**src/ccfg_consts.vh**
```
`ifndef CCFG_CONSTS_VH
`define CCFG_CONSTS_VH
`define CCFG_PAGE_ADDR        8'h00
`define CCFG_ADC_LIMIT_ADDR   8'h0E
`define CCFG_DAC_LIMIT_ADDR   8'h0F
`define CCFG_SRC_CTRL_ADDR    8'h17
`define CCFG_SRC_RATIO_ADDR   8'h18
`define CCFG_DET_TIMING_ADDR  8'h19
`define CCFG_DET_OPT_ADDR     8'h1A
`define CCFG_CFG_PAGE         8'h00
`define CCFG_RESET_VALUE      8'h00
`define CCFG_LIMIT_WMASK      8'hF8
`define CCFG_SRC_CTRL_WMASK   8'hC0
`define CCFG_SRC_RATIO_WMASK  8'hFF
`define CCFG_DET_TIMING_WMASK 8'hFF
`define CCFG_DET_OPT_WMASK    8'h7E
`define CCFG_USE_CUSTOM_BIT   7
`define CCFG_MASK_HI          6
`define CCFG_MASK_LO          3
`define CCFG_PRESET_CODE_AUTO 3'h0
`define CCFG_RATIO_RSVD_A     3'h5
`define CCFG_RATIO_RSVD_B     3'h7
`define CCFG_TICK_RSVD        2'h3
`define CCFG_CLK_MHZ          50
`define CCFG_TICK_MS_MIN      1
`define CCFG_TICK_CYCLES      (`CCFG_TICK_MS_MIN * `CCFG_CLK_MHZ * 1000)
`endif

```
**src/ccfg_regs.v**
```verilog
`timescale 1ns/10ps
`default_nettype none
`include "ccfg_consts.vh"
module ccfg_regs (
  input  wire       clock,
  input  wire       rst,
  input  wire       wr_en,
  input  wire       rd_en,
  input  wire [7:0] addr,
  input  wire [7:0] wr_data,
  output reg  [7:0] rd_data,
  output wire [7:0] page_sel,
  output wire       adc_use_custom_ceiling,
  output wire [3:0] adc_custom_channel_mask,
  input  wire [3:0] adc_preset_ceiling,
  output wire [3:0] adc_channel_ceiling,
  output wire       dac_use_custom_ceiling,
  output wire [3:0] dac_custom_channel_mask,
  input  wire [3:0] dac_preset_ceiling,
  output wire [3:0] dac_channel_ceiling,
  output wire       rate_converter_on,
  output wire       rate_autodetect_off,
  output wire       main_rate_manual,
  output wire       main_rate_source,
  output wire [2:0] ratio_m_code,
  output wire [2:0] ratio_n_code,
  output wire       ratio_m_auto,
  output wire       ratio_n_auto,
  output wire       ratio_code_reserved,
  output wire [1:0] detect_pulse_rate,
  output wire       detect_pulse_high_time,
  output wire [1:0] phone_detect_tick_period,
  output wire       tick_period_reserved,
  output wire [7:0] headset_detect_options
);

  reg  [7:0] page_reg;
  reg  [7:0] adc_limit_reg;
  reg  [7:0] dac_limit_reg;
  reg  [7:0] src_ctrl_reg;
  reg  [7:0] src_ratio_reg;
  reg  [7:0] det_timing_reg;
  reg  [7:0] det_opt_reg;
  reg  [7:0] page_next;
  reg  [7:0] adc_limit_next;
  reg  [7:0] dac_limit_next;
  reg  [7:0] src_ctrl_next;
  reg  [7:0] src_ratio_next;
  reg  [7:0] det_timing_next;
  reg  [7:0] det_opt_next;
  reg  [7:0] rd_data_next;
  reg        ratio_m_reserved;
  reg        ratio_n_reserved;
  reg        tick_reserved;
  wire       cfg_page;
  wire       page_wr;
  wire       adc_limit_wr;
  wire       dac_limit_wr;
  wire       src_ctrl_wr;
  wire       src_ratio_wr;
  wire       det_timing_wr;
  wire       det_opt_wr;
  wire [7:0] adc_limit_view;
  wire [7:0] dac_limit_view;
  wire [7:0] src_ctrl_view;
  wire [7:0] src_ratio_view;
  wire [7:0] det_timing_view;
  wire [7:0] det_opt_view;

  // Paged map: only the configuration page reaches this slice
  assign cfg_page = (page_reg == `CCFG_CFG_PAGE);

  // Page register is visible on every page
  assign page_wr       = wr_en &
                         (addr == `CCFG_PAGE_ADDR);
  assign adc_limit_wr  = wr_en &
                         cfg_page &
                         (addr == `CCFG_ADC_LIMIT_ADDR);
  assign dac_limit_wr  = wr_en &
                         cfg_page &
                         (addr == `CCFG_DAC_LIMIT_ADDR);
  assign src_ctrl_wr   = wr_en &
                         cfg_page &
                         (addr == `CCFG_SRC_CTRL_ADDR);
  assign src_ratio_wr  = wr_en &
                         cfg_page &
                         (addr == `CCFG_SRC_RATIO_ADDR);
  assign det_timing_wr = wr_en &
                         cfg_page &
                         (addr == `CCFG_DET_TIMING_ADDR);
  assign det_opt_wr    = wr_en &
                         cfg_page &
                         (addr == `CCFG_DET_OPT_ADDR);

  // Reserved bits read back as zero, except in detection timing where they read back as written
  assign adc_limit_view  = adc_limit_reg & `CCFG_LIMIT_WMASK;
  assign dac_limit_view  = dac_limit_reg & `CCFG_LIMIT_WMASK;
  assign src_ctrl_view   = src_ctrl_reg & `CCFG_SRC_CTRL_WMASK;
  assign src_ratio_view  = src_ratio_reg & `CCFG_SRC_RATIO_WMASK;
  assign det_timing_view = det_timing_reg & `CCFG_DET_TIMING_WMASK;
  assign det_opt_view    = det_opt_reg & `CCFG_DET_OPT_WMASK;

  // Page select
  always @* begin
    if (page_wr) begin
      page_next = wr_data;
    end else begin
      page_next = page_reg;
    end
  end

  always @(posedge clock) begin
    if (rst) begin
      page_reg <= `CCFG_RESET_VALUE;
    end else begin
      page_reg <= page_next;
    end
  end

  // ADC ceiling select and custom mask
  always @* begin
    if (adc_limit_wr) begin
      // Read-only low bits never take write data
      adc_limit_next = wr_data & `CCFG_LIMIT_WMASK;
    end else begin
      adc_limit_next = adc_limit_reg;
    end
  end

  always @(posedge clock) begin
    if (rst) begin
      adc_limit_reg <= `CCFG_RESET_VALUE;
    end else begin
      adc_limit_reg <= adc_limit_next;
    end
  end

  // DAC ceiling select and custom mask
  always @* begin
    if (dac_limit_wr) begin
      // Read-only low bits never take write data
      dac_limit_next = wr_data & `CCFG_LIMIT_WMASK;
    end else begin
      dac_limit_next = dac_limit_reg;
    end
  end

  always @(posedge clock) begin
    if (rst) begin
      dac_limit_reg <= `CCFG_RESET_VALUE;
    end else begin
      dac_limit_reg <= dac_limit_next;
    end
  end

  // Rate converter enable and autodetect
  always @* begin
    if (src_ctrl_wr) begin
      // Only the two top bits are writable
      src_ctrl_next = wr_data & `CCFG_SRC_CTRL_WMASK;
    end else begin
      src_ctrl_next = src_ctrl_reg;
    end
  end

  always @(posedge clock) begin
    if (rst) begin
      src_ctrl_reg <= `CCFG_RESET_VALUE;
    end else begin
      src_ctrl_reg <= src_ctrl_next;
    end
  end

  // Main rate source and ratio codes
  always @* begin
    if (src_ratio_wr) begin
      src_ratio_next = wr_data & `CCFG_SRC_RATIO_WMASK;
    end else begin
      src_ratio_next = src_ratio_reg;
    end
  end

  always @(posedge clock) begin
    if (rst) begin
      src_ratio_reg <= `CCFG_RESET_VALUE;
    end else begin
      src_ratio_reg <= src_ratio_next;
    end
  end

  // Detection pulse timing; reserved bits are stored as written
  always @* begin
    if (det_timing_wr) begin
      det_timing_next = wr_data & `CCFG_DET_TIMING_WMASK;
    end else begin
      det_timing_next = det_timing_reg;
    end
  end

  always @(posedge clock) begin
    if (rst) begin
      det_timing_reg <= `CCFG_RESET_VALUE;
    end else begin
      det_timing_reg <= det_timing_next;
    end
  end

  // Detection options
  always @* begin
    if (det_opt_wr) begin
      // Both edge bits are masked so they always read zero
      det_opt_next = wr_data & `CCFG_DET_OPT_WMASK;
    end else begin
      det_opt_next = det_opt_reg;
    end
  end

  always @(posedge clock) begin
    if (rst) begin
      det_opt_reg <= `CCFG_RESET_VALUE;
    end else begin
      det_opt_reg <= det_opt_next;
    end
  end

  // Read data holds its last value until the next read
  always @* begin
    rd_data_next = rd_data;
    if (rd_en) begin
      if (addr == `CCFG_PAGE_ADDR) begin
        rd_data_next = page_reg;
      end else if (!cfg_page) begin
        rd_data_next = `CCFG_RESET_VALUE;
      end else begin
        case (addr)
          `CCFG_ADC_LIMIT_ADDR:  rd_data_next = adc_limit_view;
          `CCFG_DAC_LIMIT_ADDR:  rd_data_next = dac_limit_view;
          `CCFG_SRC_CTRL_ADDR:   rd_data_next = src_ctrl_view;
          `CCFG_SRC_RATIO_ADDR:  rd_data_next = src_ratio_view;
          `CCFG_DET_TIMING_ADDR: rd_data_next = det_timing_view;
          `CCFG_DET_OPT_ADDR:    rd_data_next = det_opt_view;
          default:               rd_data_next = `CCFG_RESET_VALUE;
        endcase
      end
    end
  end

  // Registered so the host sees a stable byte after the strobe
  always @(posedge clock) begin
    if (rst) begin
      rd_data <= `CCFG_RESET_VALUE;
    end else begin
      rd_data <= rd_data_next;
    end
  end

  assign page_sel = page_reg;

  assign adc_use_custom_ceiling  = adc_limit_reg[`CCFG_USE_CUSTOM_BIT];
  assign adc_custom_channel_mask =
    adc_limit_reg[`CCFG_MASK_HI:`CCFG_MASK_LO];

  assign dac_use_custom_ceiling  = dac_limit_reg[`CCFG_USE_CUSTOM_BIT];
  assign dac_custom_channel_mask =
    dac_limit_reg[`CCFG_MASK_HI:`CCFG_MASK_LO];

  // One mux per channel bit; all four channels share one select, adc_use_custom_ceiling or dac_use_custom_ceiling
  genvar ch;
  generate
    for (ch = 0; ch < 4; ch = ch + 1) begin : g_ceiling
      assign adc_channel_ceiling[ch] = adc_use_custom_ceiling ?
        adc_custom_channel_mask[ch] : adc_preset_ceiling[ch];
      assign dac_channel_ceiling[ch] = dac_use_custom_ceiling ?
        dac_custom_channel_mask[ch] : dac_preset_ceiling[ch];
    end
  endgenerate

  assign rate_converter_on   = src_ctrl_reg[7];
  assign rate_autodetect_off = src_ctrl_reg[6];

  assign main_rate_manual = src_ratio_reg[7];
  // Source choice only matters once manual selection is on
  assign main_rate_source = main_rate_manual & src_ratio_reg[6];
  assign ratio_m_code     = src_ratio_reg[5:3];
  assign ratio_n_code     = src_ratio_reg[2:0];
  assign ratio_m_auto     = (ratio_m_code == `CCFG_PRESET_CODE_AUTO);
  assign ratio_n_auto     = (ratio_n_code == `CCFG_PRESET_CODE_AUTO);

  // Flag rather than reject: the host is trusted to avoid these codes
  always @* begin
    case (ratio_m_code)
      `CCFG_RATIO_RSVD_A: ratio_m_reserved = 1'b1;
      `CCFG_RATIO_RSVD_B: ratio_m_reserved = 1'b1;
      default:            ratio_m_reserved = 1'b0;
    endcase
  end

  always @* begin
    case (ratio_n_code)
      `CCFG_RATIO_RSVD_A: ratio_n_reserved = 1'b1;
      `CCFG_RATIO_RSVD_B: ratio_n_reserved = 1'b1;
      default:            ratio_n_reserved = 1'b0;
    endcase
  end

  assign ratio_code_reserved = ratio_m_reserved | ratio_n_reserved;

  assign detect_pulse_rate        = det_timing_reg[7:6];
  assign detect_pulse_high_time   = det_timing_reg[5];
  assign phone_detect_tick_period = det_timing_reg[2:1];

  // Code 3 is kept as written and only flagged
  always @* begin
    case (phone_detect_tick_period)
      `CCFG_TICK_RSVD: tick_reserved = 1'b1;
      default:         tick_reserved = 1'b0;
    endcase
  end

  assign tick_period_reserved = tick_reserved;

  assign headset_detect_options = det_opt_view;

endmodule
`default_nettype wire

```
**config.mk**
```make
export PLATFORM = sky130hd
export DESIGN_NAME = ccfg_regs
export DESIGN_NICKNAME = d
export VERILOG_FILES = /design/src/ccfg_regs.v
export VERILOG_INCLUDE_DIRS = /design/src
export SDC_FILE = /design/constraint.sdc
export NUM_CORES = 1
export LEC_CHECK = 0
export BUFFER_PORTS_ARGS = -buffer_cell sky130_fd_sc_hd__buf_2
export CAP_MARGIN = 20
export CORE_MARGIN = 10
export CORE_UTILIZATION = 45
export CTS_CLUSTER_SIZE = 30
export DETAILED_ROUTE_END_ITERATION = 6
export PLACE_DENSITY = 0.8
export SYNTH_ARGS = -nofsm -noshare
export SYNTH_HDL_FRONTEND = slang
export SYNTH_SLANG_ARGS = --single-unit
```
**constraint.sdc**
```tcl
create_clock -name clock -period 1.7 [get_ports clock]
set_input_delay 0.34 -clock clock [delete_from_list [all_inputs] [get_ports clock]]
set_output_delay 0.34 -clock clock [all_outputs]
set_load 0.01 [all_outputs]
```
==> impl_metrics.tcl, run 1 <==
set metrics [dict create \
    min_from "rst" \
    synthFlopType "dfxtp_1" \
    rows 27 \
    hold_ws_ns 0.318 \
    wl_um 8160 \
    cts_tree "yes" \
    drtIter0Drc 238 \
    ys_types 41 \
    synth_edf_count 0 \
    crit_chain "nor4_4, buf_4, nand2_2, a2111oi_4, buf_4, nand2_1, a311oi_2" \
    violations "setup timing" \
    cts_max_level 2 \
    hp-class "in2reg" \
    nFillCells 458 \
    wl_per_cell_um 17.9 \
    routabilityCongestion 0.869 \
    timing.final.ws_setup_ns -0.0694 \
    cts.path.max_buffers 2 \
    synth_warnings 0 \
    grt_pass1_wl_um 13000 \
    dp_hpwl_um 6070 \
    antenna_found_initial 0 \
    start_util 0.466 \
    regArea_um2 1010 \
    tightest_slew_ns 0.519 \
    grt_max_degree 51 \
    slew_violations 0 \
    rrSetupSlack_ns -0.07 \
    worstRegToRegCells 7 \
    synthArstFlopShare 0 \
    ys_ff_latch 50 \
    vias_per_cell 5.38 \
    ant_nets 0 \
    critPathMaxStageDelay_ns 0.34 \
    synth_seq_area_share 0.390 \
    synth_area_um2 2570 \
    setup_viol 19 \
    crit_type "reg2reg" \
    multiInputGateArea_um2 1430 \
    io_buffers 86 \
    drive_gt1_frac 0.427 \
    clock_latency_ns 0.31 \
    first_pass_iters 4 \
    worst_setup_hold_path_clk_slew_ns 0.10 \
    p_per_area_nw_per_um2 713 \
    cp-endpoint "rd_data[3]$_SDFFE_PP0P_" \
    die_w_um 95.6 \
    cts-root-buf "clkbuf_8" \
    maxClockFrequency_ghz 0.565 \
    critPathArrivalTime_ns 2.00 \
    pin_count 89 \
    crit_path_frequent_cell "buf_4" \
    ir_drop_uv 542 \
    hold_buffers 0 \
    vias 2452 \
    clock_sinks 50 \
    status "complete, but fails checks" \
    die_height_um 95.6 \
    rsz0062_at_grt "yes" \
    drc 0 \
    total_leakage_power_nw 1.46 \
    drv_cap 0 \
    diodes 0 \
    grt_overflow 0 \
    final_nets 411 \
    area_growth_pct 33.0 \
    worst_setup_path_start_kind "flip-flop" \
    rr_startpoint "page_sel[0]$_SDFFE_PP0P_" \
    regToRegEndpoint "rd_data[3]$_SDFFE_PP0P_" \
    core_area_um2 5510 \
    crit_fanout 7 \
    syn_avg_cell_area_um2 9.27 \
    clock_skew_ns 0.0128 \
    critPathRequiredTime_ns 1.93 \
    cp-end-kind "flip-flop" \
    slew_headroom 0.654 \
    setup_tns_ns -0.469 \
    worstSetupStartpoint "page_sel[0]$_SDFFE_PP0P_" \
    hold_viol 0 \
    cts_buffers 5 \
    grt_use_total 0.180 \
    grt_pass1_vias 2503 \
    slowest_stage "dfxtp_2" \
    fin_crit_sh 1.04 \
    finalCriticalPeriod_ns 1.77 \
    syn_inst 277 \
    die_area_um2 9130 \
]
-- cell usage after synthesis (2+ instances only) --
| cell type | instances | area, um2 |
|---|---|---|
| a31oi_1 | 4 | 25.0 |
| nor2_1 | 42 | 158 |
| clkbuf_8 | 2 | 27.5 |
| nand4_1 | 2 | 12.5 |
| nor4_2 | 2 | 25.0 |
| a32oi_1 | 2 | 17.5 |
| dfxtp_1 | 50 | 1000 |
| mux2i_1 | 42 | 420 |
| inv_1 | 2 | 7.51 |
| nor3_2 | 3 | 30.0 |
| clkbuf_1 | 7 | 26.3 |
| or4_1 | 2 | 15.0 |
| a2bb2oi_1 | 3 | 26.3 |
| mux2_2 | 11 | 124 |
| buf_6 | 2 | 22.5 |
| and2_1 | 3 | 18.8 |
| nand3_1 | 10 | 50.1 |
| nor3_1 | 3 | 15.0 |
| buf_2 | 2 | 10.0 |
| o21ai_0 | 5 | 25.0 |
| a311oi_1 | 4 | 35.0 |
| a21oi_1 | 12 | 60.1 |
| nor2b_1 | 5 | 31.3 |
| o22ai_1 | 6 | 37.5 |
| nand2_1 | 23 | 86.3 |
| nor3_4 | 2 | 32.5 |
| buf_4 | 12 | 90.1 |
-- per-layer routing --
| layer | global-route usage | up-vias | wire [um] |
|---|---|---|---|
| met4 | 0.0516 | 0 | 124 |
| met5 | 0 | - | 0 |
| li1 | - | 1186 | - |
| met1 | 0.219 | 1168 | 3390 |
| met3 | 0.0526 | 9 | 654 |
| met2 | 0.301 | 89 | 3990 |
-- worst max-delay path: cells and delay by family (launching register included) --
family	cells	cell delay, ns
AOI/OAI and AO/OA	2	0.55
DFF	1	0.34
buffers and inverters	2	0.37
and+or+nand+nor	3	0.44
-- logic make-up (layout without fill, tap and decap cells) --
| family | after synthesis | in the layout | synth area share |
|---|---|---|---|
| AOI/OAI and AO/OA | 41 | 41 | 0.111 |
| buffers and inverters | 28 | 134 | 0.0731 |
| DFF | 50 | 50 | 0.390 |
| muxes | 53 | 53 | 0.212 |
| other | 1 | 2 | 0.00146 |
| and+or+nand+nor | 104 | 104 | 0.213 |
-- cell usage in the layout (no fill, tap or decap), types with 3 or more instances in the layout --
| cell | count |
|---|---|
| buf_2 | 86 |
| nor2_1 | 42 |
| o21ai_0 | 5 |
| a311oi_1 | 3 |
| mux2i_1 | 40 |
| buf_4 | 35 |
| nand3_1 | 10 |
| a21oi_1 | 12 |
| o22ai_1 | 6 |
| nor3_2 | 3 |
| nand2_1 | 22 |
| clkbuf_8 | 6 |
| nor3_1 | 3 |
| dfxtp_2 | 5 |
| mux2_2 | 11 |
| nor2b_1 | 5 |
| dfxtp_1 | 45 |
| a31oi_1 | 4 |
| a2bb2oi_1 | 3 |
| and2_1 | 3 |
-- cell type report --
class | instances | share of cell area
Multi-Input combinational cell | 200 | 0.417
Sequential cell | 50 | 0.295
Timing Repair Buffer | 124 | 0.218
Tap cell | 72 | 0.0264
Clock buffer | 6 | 0.0242
Clock inverter | 2 | 0.0176
Inverter | 2 | 0.00220
-- metrics by stage --
step	setup slack, ns	cell area, um2	cells	utilization	total power [mW]
after global routing	-0.228	3420	456	0.621	2.52
after global placement	-0.195	3230	445	0.587	1.41
after CTS	-0.0676	3390	455	0.616	2.44
final	-0.0694	3420	456	0.621	2.44
after floorplan	-0.147	2600	278	-	1.33
after detailed placement	-0.229	3230	445	0.587	1.42
-- power by group --
group          switching, mW  internal [mW]
sequential           0.00407           1.18
combinational          0.126         0.0893
clock                  0.411          0.628
total                  0.541           1.89
-- worst min-delay path by stage --
| stage | to | slack (ns) | cells after the start |
|---|---|---|---|
| 2_1_floorplan | det_timing_reg[0]$_SDFFE_PP0P_ | 0.46 | 2 |
| 3_3_place_gp | det_timing_reg[3]$_SDFFE_PP0P_ | 0.47 | 2 |
| 3_5_place_dp | rd_data[7]$_SDFFE_PP0P_ | 0.48 | 2 |
| 4_1_cts | src_ratio_reg[0]$_SDFFE_PP0P_ | 0.32 | 3 |
| 5_1_grt | rd_data[6]$_SDFFE_PP0P_ | 0.34 | 3 |
| 6_report | rd_data[6]$_SDFFE_PP0P_ | 0.32 | 3 |
-- repair_timing --
action,in CTS,in global routing
endpoints found under the setup margin,29,42
pin swaps,6,5
buffers inserted,2,1
gates resized for setup,2,4
No activity file was read; power rests on OpenSTA's default activity.
==> run 2, diff against run 1 <==
Settings changed: PLACE_DENSITY 0.8 to default, PLACE_DENSITY_LB_ADDON from default to 0.15.
==> impl_metrics.tcl, run 2 (synthesized netlist as in run 1, its figures left out) <==
set metrics [dict create \
    seq_power_share 0.483 \
    crit_chain "nor4_4, nand2_2, a2111oi_4, buf_4, nand2_1, a311oi_1" \
    hold_path_end "page_sel[0]$_SDFFE_PP0P_" \
    grt_max_degree 51 \
    status "complete, but fails checks" \
    worstRegToRegCells 6 \
    die_area_um2 9130 \
    rrSetupSlack_ns -0.03 \
    holdPathStages 3 \
    critical_path_buf_inv_count 1 \
    hp-class "in2reg" \
    total_leakage_power_nw 1.49 \
    clock_sinks 50 \
    grt_overflow 0 \
    cts_buffers 5 \
    crit_family "simple AND/OR/NAND/NOR gates" \
    worst_setup_hold_path_clk_slew_ns 0.09 \
    grt_use_total 0.170 \
    start_util 0.466 \
    rsz0062_at_grt "yes" \
    final_cell_area_um2 3470 \
    critPathArrivalTime_ns 1.95 \
    io_buffers 86 \
    hold_viol 0 \
    ir_drop_uv 409 \
    crit_fanout 7 \
    final_nets 416 \
    cts_max_level 2 \
    die_w_um 95.6 \
    ant_nets 0 \
    drtIter0Drc 97 \
    core_area_um2 5510 \
    placed_area_um2 3290 \
    slew_headroom 0.644 \
    critPathRequiredTime_ns 1.91 \
    fin_crit_sh 1.02 \
    area_growth_pct 35.0 \
    maxClockFrequency_ghz 0.577 \
    worst_setup_path_start_kind "flip-flop" \
    final_core_util 0.630 \
    vias_per_cell 5.24 \
    nFillCells 500 \
    min_from "wr_data[0]" \
    regToRegEndpoint "rd_data[4]$_SDFFE_PP0P_" \
    violations "setup timing" \
    wl_per_cell_um 17.0 \
    p_int_mw 1.90 \
    p_per_area_nw_per_um2 704 \
    pwr-share-clk 0.424 \
    wl_um 7840 \
    clock_latency_ns 0.31 \
    switching_share 0.221 \
    critPathMaxStageDelay_ns 0.37 \
    cp-end-kind "flip-flop" \
    dp_slack_ns -0.272 \
    slew_violations 0 \
    rows 27 \
    diodes 0 \
    hold_buffers 0 \
    cts_tree "yes" \
    drive_gt1_frac 0.434 \
    die_height_um 95.6 \
    grt_pass1_wl_um 12500 \
    timing.final.ws_setup_ns -0.0340 \
    dp_hpwl_um 5960 \
    setup_viol 3 \
    rr_startpoint "page_sel[2]$_SDFFE_PP0P_" \
    first_pass_iters 4 \
    mostFrequentLayoutCells "buf_2, dfxtp_1, mux2i_1, nor2_1, buf_4" \
    pin_count 89 \
    drv_cap 0 \
    drc 0 \
    hold_ws_ns 0.301 \
    cts-root-buf "clkbuf_8" \
    vias 2414 \
    clock_skew_ns 0.00658 \
    grt_pass1_vias 2373 \
    finalCriticalPeriod_ns 1.73 \
    slowest_stage "nor4_4" \
    tightest_slew_ns 0.534 \
    setup_tns_ns -0.0735 \
    layout_commonest_cell "buf_2" \
    routabilityCongestion 0.880 \
    cts.path.max_buffers 2 \
    crit_type "reg2reg" \
    p_comb_frac 0.092 \
    antenna_found_initial 0 \
    p_sw_mw 0.540 \
]
## run 2: changes by cell type in the layout (fill, tap and decap cells not counted), sizes merged
cell / delta
buf: +5
## run 2: worst max-delay path by stage
stage                     cells past startpoint                            end  slack [ns]                     start
after floorplan                               6    det_opt_reg[1]$_SDFFE_PP0P_       -0.15                   addr[7]
after global placement                        7        rd_data[7]$_SDFFE_PP0P_       -0.21                   addr[7]
after detailed placement                      7        rd_data[4]$_SDFFE_PP0P_       -0.27                   addr[7]
after CTS                                     6        rd_data[7]$_SDFFE_PP0P_       -0.05  page_sel[0]$_SDFFE_PP0P_
after global routing                          7  src_ratio_reg[6]$_SDFFE_PP0P_       -0.17  page_sel[4]$_SDFFE_PP0P_
final                                         6        rd_data[4]$_SDFFE_PP0P_       -0.03  page_sel[2]$_SDFFE_PP0P_
## run 2: final cells by class
type,count,area [um2],share of cell area
multi-input cells,200,1430,0.411
flip-flops and latches,50,1010,0.290
repair buffers,129,795,0.229
well taps,72,90.1,0.0260
clock buffers,6,82.6,0.0238
clock inverters,2,60.1,0.0173
inverters,2,7.51,0.00216
## run 2: what timing repair did
| action | in CTS | in global routing |
|---|---|---|
| setup endpoints to repair | 25 | 40 |
| buffers inserted | 0 | 2 |
| resized for setup | 2 | 4 |
| pin swaps | 7 | 6 |
## run 2: stage by stage
stage               power (mW)  cells
floorplan                 1.33    278
global placement          1.43    451
detailed placement        1.43    451
CTS                       2.45    459
global route              2.52    461
finish                    2.44    461
## run 2: worst min-delay path, cell delays in order
cell     delay [ns]
buf_2          0.12
nand3_1        0.06
a21oi_1        0.05
## run 2: metal layers
layer	up-vias	routed length, um	GRT usage
met4	0	95	0.0455
met5	-	0	0
li1	1194	-	-
met3	9	614	0.0408
met1	1133	3390	0.220
met2	78	3740	0.275
## run 2: power groups by stage
stage               clock [mW]  combinational [mW]  sequential, mW
floorplan                    0               0.114            1.21
global placement             0               0.217            1.21
detailed placement           0               0.219            1.21
CTS                       1.05               0.220            1.18
global route              1.09               0.242            1.18
finish                    1.04               0.225            1.18
